<file path="config.mk">
export PLATFORM = sky130hd
export DESIGN_NAME = head_seek_restore_logic
export DESIGN_NICKNAME = d
export VERILOG_FILES = /design/src/rtl/seek_pkg.sv /design/src/rtl/head_seek_restore_logic.sv /design/src/rtl/sync_pattern_decoder.sv
export SDC_FILE = /design/constraint.sdc
export NUM_CORES = 1
export LEC_CHECK = 0
export BUFFER_PORTS_ARGS = -buffer_cell sky130_fd_sc_hd__buf_2
export CAP_MARGIN = 20
export CORE_ASPECT_RATIO = 0.75
export CORE_UTILIZATION = 48
export CTS_BUF_LIST = sky130_fd_sc_hd__clkbuf_4 sky130_fd_sc_hd__clkbuf_8
export DETAILED_ROUTE_END_ITERATION = 8
export PLACE_DENSITY = 0.66
export SYNTH_ARGS = -nofsm -noshare
export SYNTH_HDL_FRONTEND = slang
export SYNTH_SLANG_ARGS = --single-unit
</file>
<file path="constraint.sdc">
create_clock -name clock -period 42 [get_ports clock]
set_input_delay 8.4 -clock clock [delete_from_list [all_inputs] [get_ports clock]]
set_output_delay 8.4 -clock clock [all_outputs]
set_load 0.01 [all_outputs]
</file>
<file path="src/rtl/seek_pkg.sv">
// shared constants and carrier types for the head seek and restore logic
package seek_pkg;
   localparam int CYL_W = 10;
   localparam int TMR_W = 12;
   localparam int CLOCK_NS = 20;
   // on-track delay is a least time, the timeout a longest time
   localparam int SETTLE_TIME_NS = 40000;
   localparam int SETTLE_CYCLES = (SETTLE_TIME_NS + CLOCK_NS - 1) / CLOCK_NS;
   localparam int TIMEOUT_TIME_NS = 80000;
   localparam int TIMEOUT_CYCLES = TIMEOUT_TIME_NS / CLOCK_NS;
   localparam logic [TMR_W-1:0] SETTLE_LAST = TMR_W'(SETTLE_CYCLES - 1);
   localparam logic [TMR_W-1:0] TIMEOUT_LAST = TMR_W'(TIMEOUT_CYCLES - 1);
   localparam int HOME_BIT = 8;
   localparam logic [CYL_W-1:0] PROFILE_SPAN = 10'h040;
   localparam logic [15:0] PROFILE_SCALE = 16'h03fc;
   localparam logic [7:0] SLEW_CODE = 8'h10;
   localparam logic [CYL_W-1:0] LIMIT_RESET = 10'h31f;
   localparam logic [3:0] INDEX_PAT = 4'h6;
   localparam logic [4:0] GUARD_PAT_A = 5'h0a;
   localparam logic [4:0] GUARD_PAT_B = 5'h15;
   localparam logic [11:0] CTRL_OFS = 12'h000;
   localparam logic [11:0] TARGET_OFS = 12'h004;
   localparam logic [11:0] LIMIT_OFS = 12'h008;
   localparam logic [11:0] STATUS_OFS = 12'h00c;
   localparam logic [11:0] POSITION_OFS = 12'h010;
   localparam logic [11:0] PROFILE_OFS = 12'h014;
   localparam int CTRL_SEEK_BIT = 0;
   localparam int CTRL_RESTORE_BIT = 1;
   // bit positions inside servo_in_s
   localparam int PIN_W = 5;
   localparam int PIN_POS = 4;
   localparam int PIN_NEG = 3;
   localparam int PIN_TRACK = 2;
   localparam int PIN_SYNC = 1;
   localparam int PIN_SLOT = 0;

   typedef enum logic [2:0] {
      st_detent, st_velocity, st_settle, st_slew_in, st_slew_out, st_fault
   } seek_e;

   typedef struct packed {
      logic psel;
      logic penable;
      logic pwrite;
      logic [11:0] paddr;
      logic [31:0] pwdata;
   } apb_req_s;

   typedef struct packed {
      logic [31:0] prdata;
      logic pready;
      logic pslverr;
   } apb_rsp_s;

   typedef struct packed {
      logic pos_crossing_pulse_n;
      logic neg_crossing_pulse_n;
      logic on_track;
      logic sync_presence_bit;
      logic slot_seven;
   } servo_in_s;

   typedef struct packed {
      logic velocity_mode;
      logic forward;
      logic reverse;
      logic vel_negative;
      logic detent_odd;
      logic homing;
      logic positioner_enable;
      logic [7:0] velocity_code;
   } drive_out_s;
endpackage : seek_pkg

</file>
<file path="src/rtl/head_seek_restore_logic.sv">
// head positioner seek, restore and velocity profile control with apb registers
`timescale 1ns/100ps
`default_nettype none
module head_seek_restore_logic (
   input wire logic clock,
   input wire logic reset,
   input wire logic clk_en,
   input wire seek_pkg::apb_req_s apb_req,
   output seek_pkg::apb_rsp_s apb_rsp,
   input wire seek_pkg::servo_in_s servo,
   output seek_pkg::drive_out_s drive,
   output logic index_mark,
   output logic guardband,
   output logic crossing_pulse_n,
   output logic seek_ack,
   output logic homing_pulse,
   output logic positioning_done,
   output logic illegal_address,
   output logic positioning_timeout_n,
   output logic ready
);
   import seek_pkg::*;

   typedef struct packed {
      logic [PIN_W-1:0] pin_m;
      logic [PIN_W-1:0] pin_s;
      logic [PIN_W-1:0] pin_d;
      seek_e mode;
      logic [CYL_W-1:0] cur;
      logic [CYL_W-1:0] dem;
      logic [CYL_W-1:0] target;
      logic [CYL_W-1:0] limit;
      logic illegal;
      logic done;
      logic ready;
      logic inhibit_n;
      logic timeout;
      logic ack;
      logic home_p;
      logic cross_n;
      logic [TMR_W-1:0] settle_cnt;
      logic [TMR_W-1:0] watch_cnt;
      drive_out_s drive;
      logic [31:0] prdata;
      logic pslverr;
   } state_s;

   state_s s_ff;
   state_s nxt_s;
   logic [CYL_W-1:0] eff_dem;
   logic [CYL_W-1:0] ttg;
   logic slot_rise;
   logic cross_fall;
   logic pos_fall;
   logic wr;
   logic setup;
   logic strobe;
   logic legal;
   logic clear_cylinders_n;
   logic rd_err;
   logic [31:0] rdata;

   function automatic logic [CYL_W-1:0] abs_diff(input logic [CYL_W-1:0] a,
                                                 input logic [CYL_W-1:0] b);
      abs_diff = (a > b) ? a - b : b - a;
   endfunction : abs_diff

   // bitwise integer square root; the profile gives constant deceleration
   function automatic logic [7:0] isqrt16(input logic [15:0] v);
      logic [7:0] r;
      logic [7:0] t;
      logic [15:0] sq;
      r = 8'h00;
      for (int i = 7; i >= 0; i--) begin
         t = r | 8'(1 << i);
         sq = {8'h00, t} * {8'h00, t};
         if (sq <= v) begin
            r = t;
         end
      end
      isqrt16 = r;
   endfunction : isqrt16

   sync_pattern_decoder u_pattern (
      .clock(clock),
      .reset(reset),
      .clk_en(clk_en),
      .shift_en(slot_rise),
      .bit_in(s_ff.pin_s[PIN_SYNC]),
      .index_mark(index_mark),
      .guardband(guardband)
   );

   always_comb begin
      eff_dem = s_ff.dem;
      if (!s_ff.inhibit_n) begin
         eff_dem[HOME_BIT] = 1'b1;
      end
   end

   assign ttg = abs_diff(eff_dem, s_ff.cur);
   // sampled at slot seven, absent sync reads low
   assign slot_rise = s_ff.pin_s[PIN_SLOT] & ~s_ff.pin_d[PIN_SLOT];
   assign cross_fall = (s_ff.pin_d[PIN_POS] & s_ff.pin_d[PIN_NEG])
                       & ~(s_ff.pin_s[PIN_POS] & s_ff.pin_s[PIN_NEG]);
   assign pos_fall = s_ff.pin_d[PIN_POS] & ~s_ff.pin_s[PIN_POS];
   assign wr = apb_req.psel & apb_req.penable & apb_req.pwrite;
   assign setup = apb_req.psel & ~apb_req.penable;
   assign strobe = wr && apb_req.paddr == CTRL_OFS && apb_req.pwdata[CTRL_SEEK_BIT];
   assign legal = s_ff.target <= s_ff.limit;

   always_comb begin
      rd_err = 1'b0;
      rdata = 32'h0;
      if (apb_req.paddr == CTRL_OFS) begin
         rdata = 32'h0;
      end else if (apb_req.paddr == TARGET_OFS) begin
         rdata = 32'(s_ff.target);
      end else if (apb_req.paddr == LIMIT_OFS) begin
         rdata = 32'(s_ff.limit);
      end else if (apb_req.paddr == STATUS_OFS) begin
         rdata = {22'h0, s_ff.mode, ~s_ff.inhibit_n, guardband, index_mark,
                  s_ff.done, s_ff.illegal, s_ff.timeout, s_ff.ready};
      end else if (apb_req.paddr == POSITION_OFS) begin
         rdata = {6'h00, s_ff.dem, 6'h00, s_ff.cur};
      end else if (apb_req.paddr == PROFILE_OFS) begin
         rdata = {6'h00, ttg, 8'h00, s_ff.drive.velocity_code};
      end else begin
         rd_err = 1'b1;
      end
   end

   always_comb begin
      nxt_s = s_ff;
      nxt_s.pin_m = servo;
      nxt_s.pin_s = s_ff.pin_m;
      nxt_s.pin_d = s_ff.pin_s;
      nxt_s.ack = 1'b0;
      nxt_s.home_p = 1'b0;
      nxt_s.cross_n = s_ff.pin_s[PIN_POS] & s_ff.pin_s[PIN_NEG];
      clear_cylinders_n = 1'b1;
      if (setup) begin
         nxt_s.prdata = apb_req.pwrite ? 32'h0 : rdata;
         nxt_s.pslverr = rd_err;
      end
      if (wr) begin
         if (apb_req.paddr == TARGET_OFS) begin
            nxt_s.target = apb_req.pwdata[CYL_W-1:0];
         end else if (apb_req.paddr == LIMIT_OFS) begin
            nxt_s.limit = apb_req.pwdata[CYL_W-1:0];
         end else if (apb_req.paddr == CTRL_OFS) begin
            nxt_s.home_p = apb_req.pwdata[CTRL_RESTORE_BIT];
         end
      end
      case (s_ff.mode)
         st_detent: begin
            nxt_s.watch_cnt = '0;
         end
         st_velocity: begin
            if (ttg == '0) begin
               nxt_s.mode = st_settle;
               nxt_s.settle_cnt = '0;
               nxt_s.watch_cnt = '0;
            end else if (cross_fall) begin
               nxt_s.cur = (eff_dem > s_ff.cur) ? s_ff.cur + 1'b1 : s_ff.cur - 1'b1;
            end
         end
         st_settle: begin
            nxt_s.watch_cnt = s_ff.watch_cnt + 1'b1;
            if (s_ff.watch_cnt == TIMEOUT_LAST) begin
               nxt_s.timeout = 1'b1;
               nxt_s.mode = st_fault;
            end else if (!s_ff.pin_s[PIN_TRACK]) begin
               nxt_s.settle_cnt = '0;
            end else if (s_ff.settle_cnt == SETTLE_LAST) begin
               if (!s_ff.inhibit_n) begin
                  // release inhibit, seek on to zero
                  nxt_s.inhibit_n = 1'b1;
                  nxt_s.mode = st_velocity;
               end else begin
                  nxt_s.done = 1'b1;
                  nxt_s.ready = 1'b1;
                  nxt_s.mode = st_detent;
               end
            end else begin
               nxt_s.settle_cnt = s_ff.settle_cnt + 1'b1;
            end
         end
         st_slew_in: begin
            if (guardband) begin
               nxt_s.mode = st_slew_out;
            end
         end
         st_slew_out: begin
            if (pos_fall) begin
               clear_cylinders_n = 1'b0;
               nxt_s.cur = '0;
               nxt_s.dem = '0;
               nxt_s.mode = st_velocity;
            end
         end
         st_fault: begin
            nxt_s.watch_cnt = '0;
         end
         default: begin
            nxt_s.mode = st_detent;
         end
      endcase
      if (s_ff.home_p) begin
         nxt_s.mode = st_slew_in;
         nxt_s.inhibit_n = 1'b0;
         nxt_s.illegal = 1'b0;
         if (s_ff.mode != st_settle || s_ff.watch_cnt != TIMEOUT_LAST) begin
            nxt_s.timeout = 1'b0;
         end
         nxt_s.done = 1'b0;
         nxt_s.ready = 1'b0;
      end
      if (strobe) begin
         if (!legal) begin
            // sticky, wins over a restore clear
            nxt_s.illegal = 1'b1;
         end else if (s_ff.done && !s_ff.home_p) begin
            nxt_s.dem = s_ff.target;
            nxt_s.ack = 1'b1;
            nxt_s.done = 1'b0;
            nxt_s.settle_cnt = '0;
            nxt_s.watch_cnt = '0;
            // leave detent when the cylinder changes
            nxt_s.mode = (s_ff.target != s_ff.cur) ? st_velocity : st_settle;
         end
      end
      nxt_s.drive = '0;
      nxt_s.drive.positioner_enable = ~s_ff.timeout;
      nxt_s.drive.detent_odd = eff_dem[0];
      if (s_ff.mode == st_velocity) begin
         nxt_s.drive.velocity_mode = 1'b1;
         nxt_s.drive.forward = eff_dem > s_ff.cur;
         nxt_s.drive.reverse = s_ff.cur > eff_dem;
         nxt_s.drive.velocity_code = (ttg > PROFILE_SPAN) ? 8'hff
            : isqrt16(16'(ttg[6:0]) * PROFILE_SCALE);
      end else if (s_ff.mode == st_slew_in || s_ff.mode == st_slew_out) begin
         nxt_s.drive.velocity_mode = 1'b1;
         nxt_s.drive.homing = 1'b1;
         nxt_s.drive.forward = s_ff.mode == st_slew_out;
         nxt_s.drive.reverse = s_ff.mode == st_slew_in;
         nxt_s.drive.velocity_code = SLEW_CODE;
      end
      nxt_s.drive.vel_negative = nxt_s.drive.reverse;
   end

   always_ff @(posedge clock or posedge reset) begin
      if (reset) begin
         s_ff <= '{mode: st_detent, limit: LIMIT_RESET, inhibit_n: 1'b1,
                   pin_m: '1, pin_s: '1, pin_d: '1, cross_n: 1'b1, default: '0};
      end else if (clk_en) begin
         s_ff <= nxt_s;
      end
   end

   // pready follows the enable so a frozen block never completes a transfer
   assign apb_rsp = '{prdata: s_ff.prdata, pready: clk_en, pslverr: s_ff.pslverr};
   assign drive = s_ff.drive;
   assign crossing_pulse_n = s_ff.cross_n;
   assign seek_ack = s_ff.ack;
   assign homing_pulse = s_ff.home_p;
   assign positioning_done = s_ff.done;
   assign illegal_address = s_ff.illegal;
   assign positioning_timeout_n = ~s_ff.timeout;
   assign ready = s_ff.ready;
endmodule : head_seek_restore_logic
`default_nettype wire

</file>
<file path="src/rtl/sync_pattern_decoder.sv">
// five-stage sync presence shifter with index and guardband decode
`timescale 1ns/100ps
`default_nettype none
module sync_pattern_decoder (
   input wire logic clock,
   input wire logic reset,
   input wire logic clk_en,
   input wire logic shift_en,
   input wire logic bit_in,
   output logic index_mark,
   output logic guardband
);
   import seek_pkg::*;

   typedef struct packed {
      logic [4:0] stages;
      logic index_mark;
      logic guardband;
   } pattern_s;

   pattern_s s_ff;
   pattern_s nxt_s;

   always_comb begin
      nxt_s = s_ff;
      if (shift_en) begin
         nxt_s.stages = {s_ff.stages[3:0], bit_in};
      end
      nxt_s.index_mark = (s_ff.stages[3:0] == INDEX_PAT);
      nxt_s.guardband = (s_ff.stages == GUARD_PAT_A) || (s_ff.stages == GUARD_PAT_B);
   end

   always_ff @(posedge clock or posedge reset) begin
      if (reset) begin
         s_ff <= '0;
      end else if (clk_en) begin
         s_ff <= nxt_s;
      end
   end

   assign index_mark = s_ff.index_mark;
   assign guardband = s_ff.guardband;
endmodule : sync_pattern_decoder
`default_nettype wire
</file>
Word level (Yosys, flattened, before mapping)

Cells that the tools add are included.

Bits in registers: 144
Output and inout port bits: 58

Bitwise gates (word level): 15
Mux-type cells: 86
Equal/unequal tests: 22
$mul: 8
Magnitude comparators: 12
Reduce and logical (&&, ||, !) cells: 23
$add $sub $neg: 6

Operator list:

| operator                                               | count |
|---|---|
| 2-to-1 mux 26 bit                                      | 5 |
| <= comparator 16 bit                                   | 7 |
| multiplier 8 x 8 -> 16 bit                             | 7 |
| 2-to-1 mux 24 bit                                      | 4 |
| 2-to-1 mux 10 bit                                      | 8 |
| 2-to-1 mux 8 bit                                       | 10 |
| 2-to-1 mux 32 bit                                      | 2 |
| 2-to-1 mux 3 bit                                       | 15 |
| 2-to-1 mux 12 bit                                      | 3 |
| case mux 12 bit (3 select lines)                       | 1 |
| adder 12 x 1 -> 12 bit (second input constant)         | 2 |
| equality test 12 x 4 -> 1 bit (second input constant)  | 2 |
| equality test 12 x 5 -> 1 bit (second input constant)  | 2 |
| case mux 12 bit (2 select lines)                       | 1 |
| 2-to-1 mux 1 bit                                       | 23 |
| 2-to-1 mux 23 bit                                      | 1 |
| > comparator 10 bit                                    | 2 |
| case mux 10 bit (2 select lines)                       | 1 |
| subtractor 10 bit                                      | 2 |
| <= comparator 15 x 16 -> 1 bit (first input constant)  | 1 |
| 2-to-1 mux 5 bit                                       | 3 |
| case mux 3 bit (5 select lines)                        | 1 |
| multiplier 7 x 8 -> 14 bit (second input constant)     | 1 |
| equality test 12 x 11 -> 1 bit (second input constant) | 1 |
| 35 further kinds                                       | 67 |

Longest topological paths before layout

Depth after elaboration: 36
Gate-level depth with buffers: 154
Gate-level depth less buffers: 149

Cells and area by module

From an unflattened synthesis, not the netlist that was laid out.

Cell total of the unflattened synthesis: 1628
Area, all modules: 14465.1 sq um

By module, submodules not included:

| module                  | cells each | area each (sq um) | instances |
|---|---|---|---|
| head_seek_restore_logic | 1604       | 14127.3           | 1 |
| sync_pattern_decoder    | 24         | 337.8             | 1 |

Least setup slack after synthesis

Ideal clock, no wire load.

Path kind: register to register
Start: reg s_ff[114] (netlist name)
End: reg s_ff, in the netlist drive[0]
Library setup time: 0.123 ns
Required time: 41.877 ns
Stages on the path, launching flop included: 149
Slack: 10.193 ns
Buffers on the path: 7
Data arrival time: 31.685 ns
Cell sequence: dfrtp_1 inv_1 ha_1 clkbuf_1 nand3_1 o22ai_1 o41ai_2 o41ai_4 inv_1 or3_1 o21ai_0 xnor2_1 inv_1 fa_1 xnor2_1 ha_1 fa_1 inv_1 (+113 left out) fa_1 inv_1 fa_1 inv_1 ha_1 a21o_1 and2_1 o21ai_0 nand2b_1 a21oi_1 o21bai_1 a21o_1 a21oi_1 xnor2_1 ha_1 o2111ai_1 a21oi_1 o2bb2ai_1

Cells in the longest elaborated chain, start to end: 35
Elaborated cells between the ends (all ways): 38
Those cells by class: 2 x add/sub; 8 x mul; 10 x order compare; 18 x mux

Ends and longest elaborated chain:

| item                                                     | RTL line                       | RTL |
|---|---|---|
| start, declared                                          | head_seek_restore_logic.sv:48  | `state_s s_ff;` |
| start signal, assigned                                   | head_seek_restore_logic.sv:254 | `s_ff <= '{mode: st_detent, limit: LIMIT_RESET, inhibit_n: 1'b1,` |
| start signal, assigned                                   | head_seek_restore_logic.sv:257 | `s_ff <= nxt_s;` |
| subtractor 10 bit or > comparator 10 bit (tied branches) | head_seek_restore_logic.sv:65  | `abs_diff = (a > b) ? a - b : b - a;` |
| 2-to-1 mux 10 bit (*)                                    | head_seek_restore_logic.sv:65  |  |
| multiplier 7 x 8 -> 14 bit                               | head_seek_restore_logic.sv:241 | `: isqrt16(16'(ttg[6:0]) * PROFILE_SCALE);` |
| <= comparator 15 x 16 -> 1 bit                           | head_seek_restore_logic.sv:77  | `if (sq <= v) begin` |
| 2-to-1 mux 8 bit                                         | head_seek_restore_logic.sv:77  |  |
| 2-to-1 mux 8 bit                                         | head_seek_restore_logic.sv:236 | `if (s_ff.mode == st_velocity) begin` |
| multiplier 8 x 8 -> 16 bit                               | head_seek_restore_logic.sv:76  | `sq = {8'h00, t} * {8'h00, t};` |
| <= comparator 16 bit                                     | head_seek_restore_logic.sv:77  |  |
| (+19 left out)                                           | n/a                            |  |
| <= comparator 16 bit                                     | head_seek_restore_logic.sv:77  |  |
| 2-to-1 mux 2 bit                                         | head_seek_restore_logic.sv:77  |  |
| 2-to-1 mux 8 bit                                         | head_seek_restore_logic.sv:236 |  |
| multiplier 8 x 8 -> 16 bit                               | head_seek_restore_logic.sv:76  |  |
| <= comparator 16 bit                                     | head_seek_restore_logic.sv:77  |  |
| 2-to-1 mux 1 bit                                         | head_seek_restore_logic.sv:77  |  |
| 2-to-1 mux 8 bit (*)                                     | head_seek_restore_logic.sv:240 | `nxt_s.drive.velocity_code = (ttg > PROFILE_SPAN) ? 8'hff` |
| 2-to-1 mux 8 bit (*)                                     | head_seek_restore_logic.sv:236 |  |

Every way passes the cells marked *; elsewhere a longest branch is shown, timed or not. The select of a mux whose other input is x is not followed.
A chain may end at the register's enable or synchronous reset.

Final worst setup path

Start: reg s_ff[110] (netlist name)
End: reg s_ff, in the netlist drive[0]

The elaborated chain is that of the path after synthesis.

==> flow_metrics.env <==
export IMPL_status="finished clean"
export IMPL_rows=54
export IMPL_hold_buffers=0
export IMPL_max_cap_viol_count=0
export IMPL_ios=113
export IMPL_insertion_delay_ns=0.45
export IMPL_clkSinkCount=130
export IMPL_slowest_delay_ns=0.67
export IMPL_slowest_stage="fa_1"
export IMPL_clockRootBuffer="clkbuf_8"
export IMPL_drc_errors=0
export IMPL_wl_um=36300
export IMPL_viasPerCell=5.69
export IMPL_cpLargestDelayFamily="adder cells"
export IMPL_grt_pass1_wl_um=60400
export IMPL_worst_slew_pin_slew_ns=0.972
export IMPL_drive_above_1_share=0.118
export IMPL_die_w_um=203
export IMPL_yosys_warnings=0
export IMPL_ys_seq_area_frac=0.226
export IMPL_async_flop_share=1.00
export IMPL_dpl_instance_area_sq_mm=0.0150
export IMPL_antenna_found_initial=1
export IMPL_r2r_start="s_ff[110]"
export IMPL_antennaDiodeCount=0
export IMPL_die_y_um=153
export IMPL_arrival_ns=35.49
export IMPL_synth_top_area_cell="dfrtp_1"
export IMPL_worstSetupEndpointType="flip-flop"
export IMPL_ys_top_cells_by_count="ha_1, inv_1, nand2_1"
export IMPL_gp_congestion=0.908
export IMPL_vias=11800
export IMPL_drt_iter0_drc=870
export IMPL_grt_busiest_layer="met1"
export IMPL_cts_buffers=17
export IMPL_syn_area_sq_mm=0.0145
export IMPL_cts_htree_levels=4
export IMPL_min_from="apb_rsp[7]"
export IMPL_hold_class="flip-flop to flip-flop"
export IMPL_clockBufferDepth=2
export IMPL_hold_violations=0
export IMPL_worst_path_buf_inv=26
export IMPL_synth_ff_type="dfrtp_1"
export IMPL_period_minus_slack_ns=35.16
export IMPL_rsz0062_at_grt="no"
export IMPL_synth_cell_types=78
export IMPL_start_util=0.494
export IMPL_syn_to_final_growth_pct=6.60
export IMPL_io_buffers=78
export IMPL_cts_tree="done"
export IMPL_final_nets=2016
export IMPL_path_clk_slew_ns=0.08
export IMPL_grt_pass1_vias=11600
export IMPL_drv_slew=0
export IMPL_place_hpwl_um=28300
export IMPL_synth_area_leaders="dfrtp_1, ha_1, fa_1"
export IMPL_cts_setup_buffers=0
export IMPL_drt_first_pass_iters=6
export IMPL_grt_usage=0.241
export IMPL_slew_headroom=0.350
export IMPL_grt_use_met1=0.376
export IMPL_critPathLaunchType="flip-flop"
export IMPL_drtAntennaViolNets=0
export IMPL_grt_overflow=0
export IMPL_use_met2=0.351
export IMPL_yosysMostFrequentCell="ha_1"
export IMPL_critical_path_required_ns=42.33
export IMPL_fin_area_sq_mm=0.0155
export IMPL_synthCells=1652
export IMPL_cts_resized=0
export IMPL_critPathKind="flip-flop to flip-flop"
export IMPL_synth_edf_count=0
export IMPL_core_area_sq_mm=0.0295
export IMPL_die_area_sq_mm=0.0310
export IMPL_ys_ff_latch=130
export IMPL_gr_usage_met3=0.0340
export IMPL_drt_wirelength_per_cell_um=17.4
export IMPL_fin_crit_sh=0.837
export IMPL_startpoint="s_ff[110]"
export IMPL_avgSynthCellArea_sq_um=8.80
export IMPL_crit_top_cell="inv_1"
export IMPL_critPathMaxFanout=20
export IMPL_fin_skew_ns=0.0124
export IMPL_setup_violations=0
export IMPL_max_freq_mhz=28.4
export IMPL_finalSetupTns_ns=0
export IMPL_grt_start_max_net_pins=69
export IMPL_yosys_area_top_type_share=0.186
## path summary, 6_finish.rpt
check	to	slack (ns)	depth (start not counted)
min reg2reg	apb_rsp[7]	0.47	1
max in group asynchronous	s_ff[90]	32.68	3
min	apb_rsp[7]	0.47	1
max reg2reg	drive[0]	6.84	142
max	drive[0]	6.84	142
min in group asynchronous	apb_rsp[8]	8.02	2
## layer usage
layer / vias up / routed length, um
met5: - / 10
met4: 2 / 378
met3: 34 / 1990
met2: 322 / 15100
met1: 5717 / 18800
li1: 5768 / -
## stage by stage
| step | worst slack [ns] | hold WS, ns | std cells | utilization |
|---|---|---|---|---|
| final | 6.84 | 0.473 | 2083 | 0.526 |
| after global routing | 4.41 | 0.490 | 2083 | 0.526 |
| after CTS | 7.13 | 0.479 | 2082 | 0.526 |
| after detailed placement | 7.23 | 0.462 | 2050 | 0.510 |
| after global placement | 7.74 | 0.456 | 2050 | 0.510 |
| after floorplan | 10.19 | 0.451 | 1663 | - |
## state kept, by name, indices dropped and copies added (netlist names)
| signal | cells |
|---|---|
| nxt_s | 10 |
| illegal_address | 1 |
| eff_dem | 9 |
| u_pattern.guardband | 1 |
| seek_ack | 1 |
| s_ff | 63 |
| crossing_pulse_n | 1 |
| ready | 1 |
| u_pattern.s_ff | 5 |
| drive | 14 |
| apb_rsp | 21 |
| u_pattern.index_mark | 1 |
| positioning_done | 1 |
| homing_pulse | 1 |
## cell usage in the layout, fill, tap and decap left out, drive strengths merged, types with 12 or more instances in the layout
master	synthesis	layout
a21o	57	57
a21oi	118	118
a22o	18	18
a22oi	13	13
buf	58	95
clkbuf	41	18
conb	1	12
dfrtp	108	108
dfstp	22	22
fa	67	67
ha	216	216
inv	202	202
mux2	29	29
nand2	128	128
nand2b	15	15
nand3	33	33
nand4	20	20
nor2	71	71
nor2b	18	18
nor3	21	21
nor4	20	20
o21a	13	13
o21ai	102	102
o21bai	15	15
o31ai	21	21
xnor2	59	59
xor2	29	29
## cell families after synthesis
family,after synthesis,synth area share
AO/OA/AOI/OAI,428,0.191
AND/OR/NAND/NOR,379,0.127
buffers and inverters,303,0.0923
adder cells (fa/ha/maj),283,0.278
flip-flops,130,0.226
XOR/XNOR,88,0.0553
multiplexers,40,0.0300
other,1,0.000258
## final cells by class
cell class                 instances  area [sq um]
clock buffer                      18           248
timing repair buffer              95           522
clock inverter                    14           211
multi-input combinational       1230          9980
inverter                         204           772
tap                              392           490
sequential                       130          3280
fill                            2752         14000
Power is not shown: default switching activity piles up to over one toggle a cycle in this logic, so the estimate is an artifact.
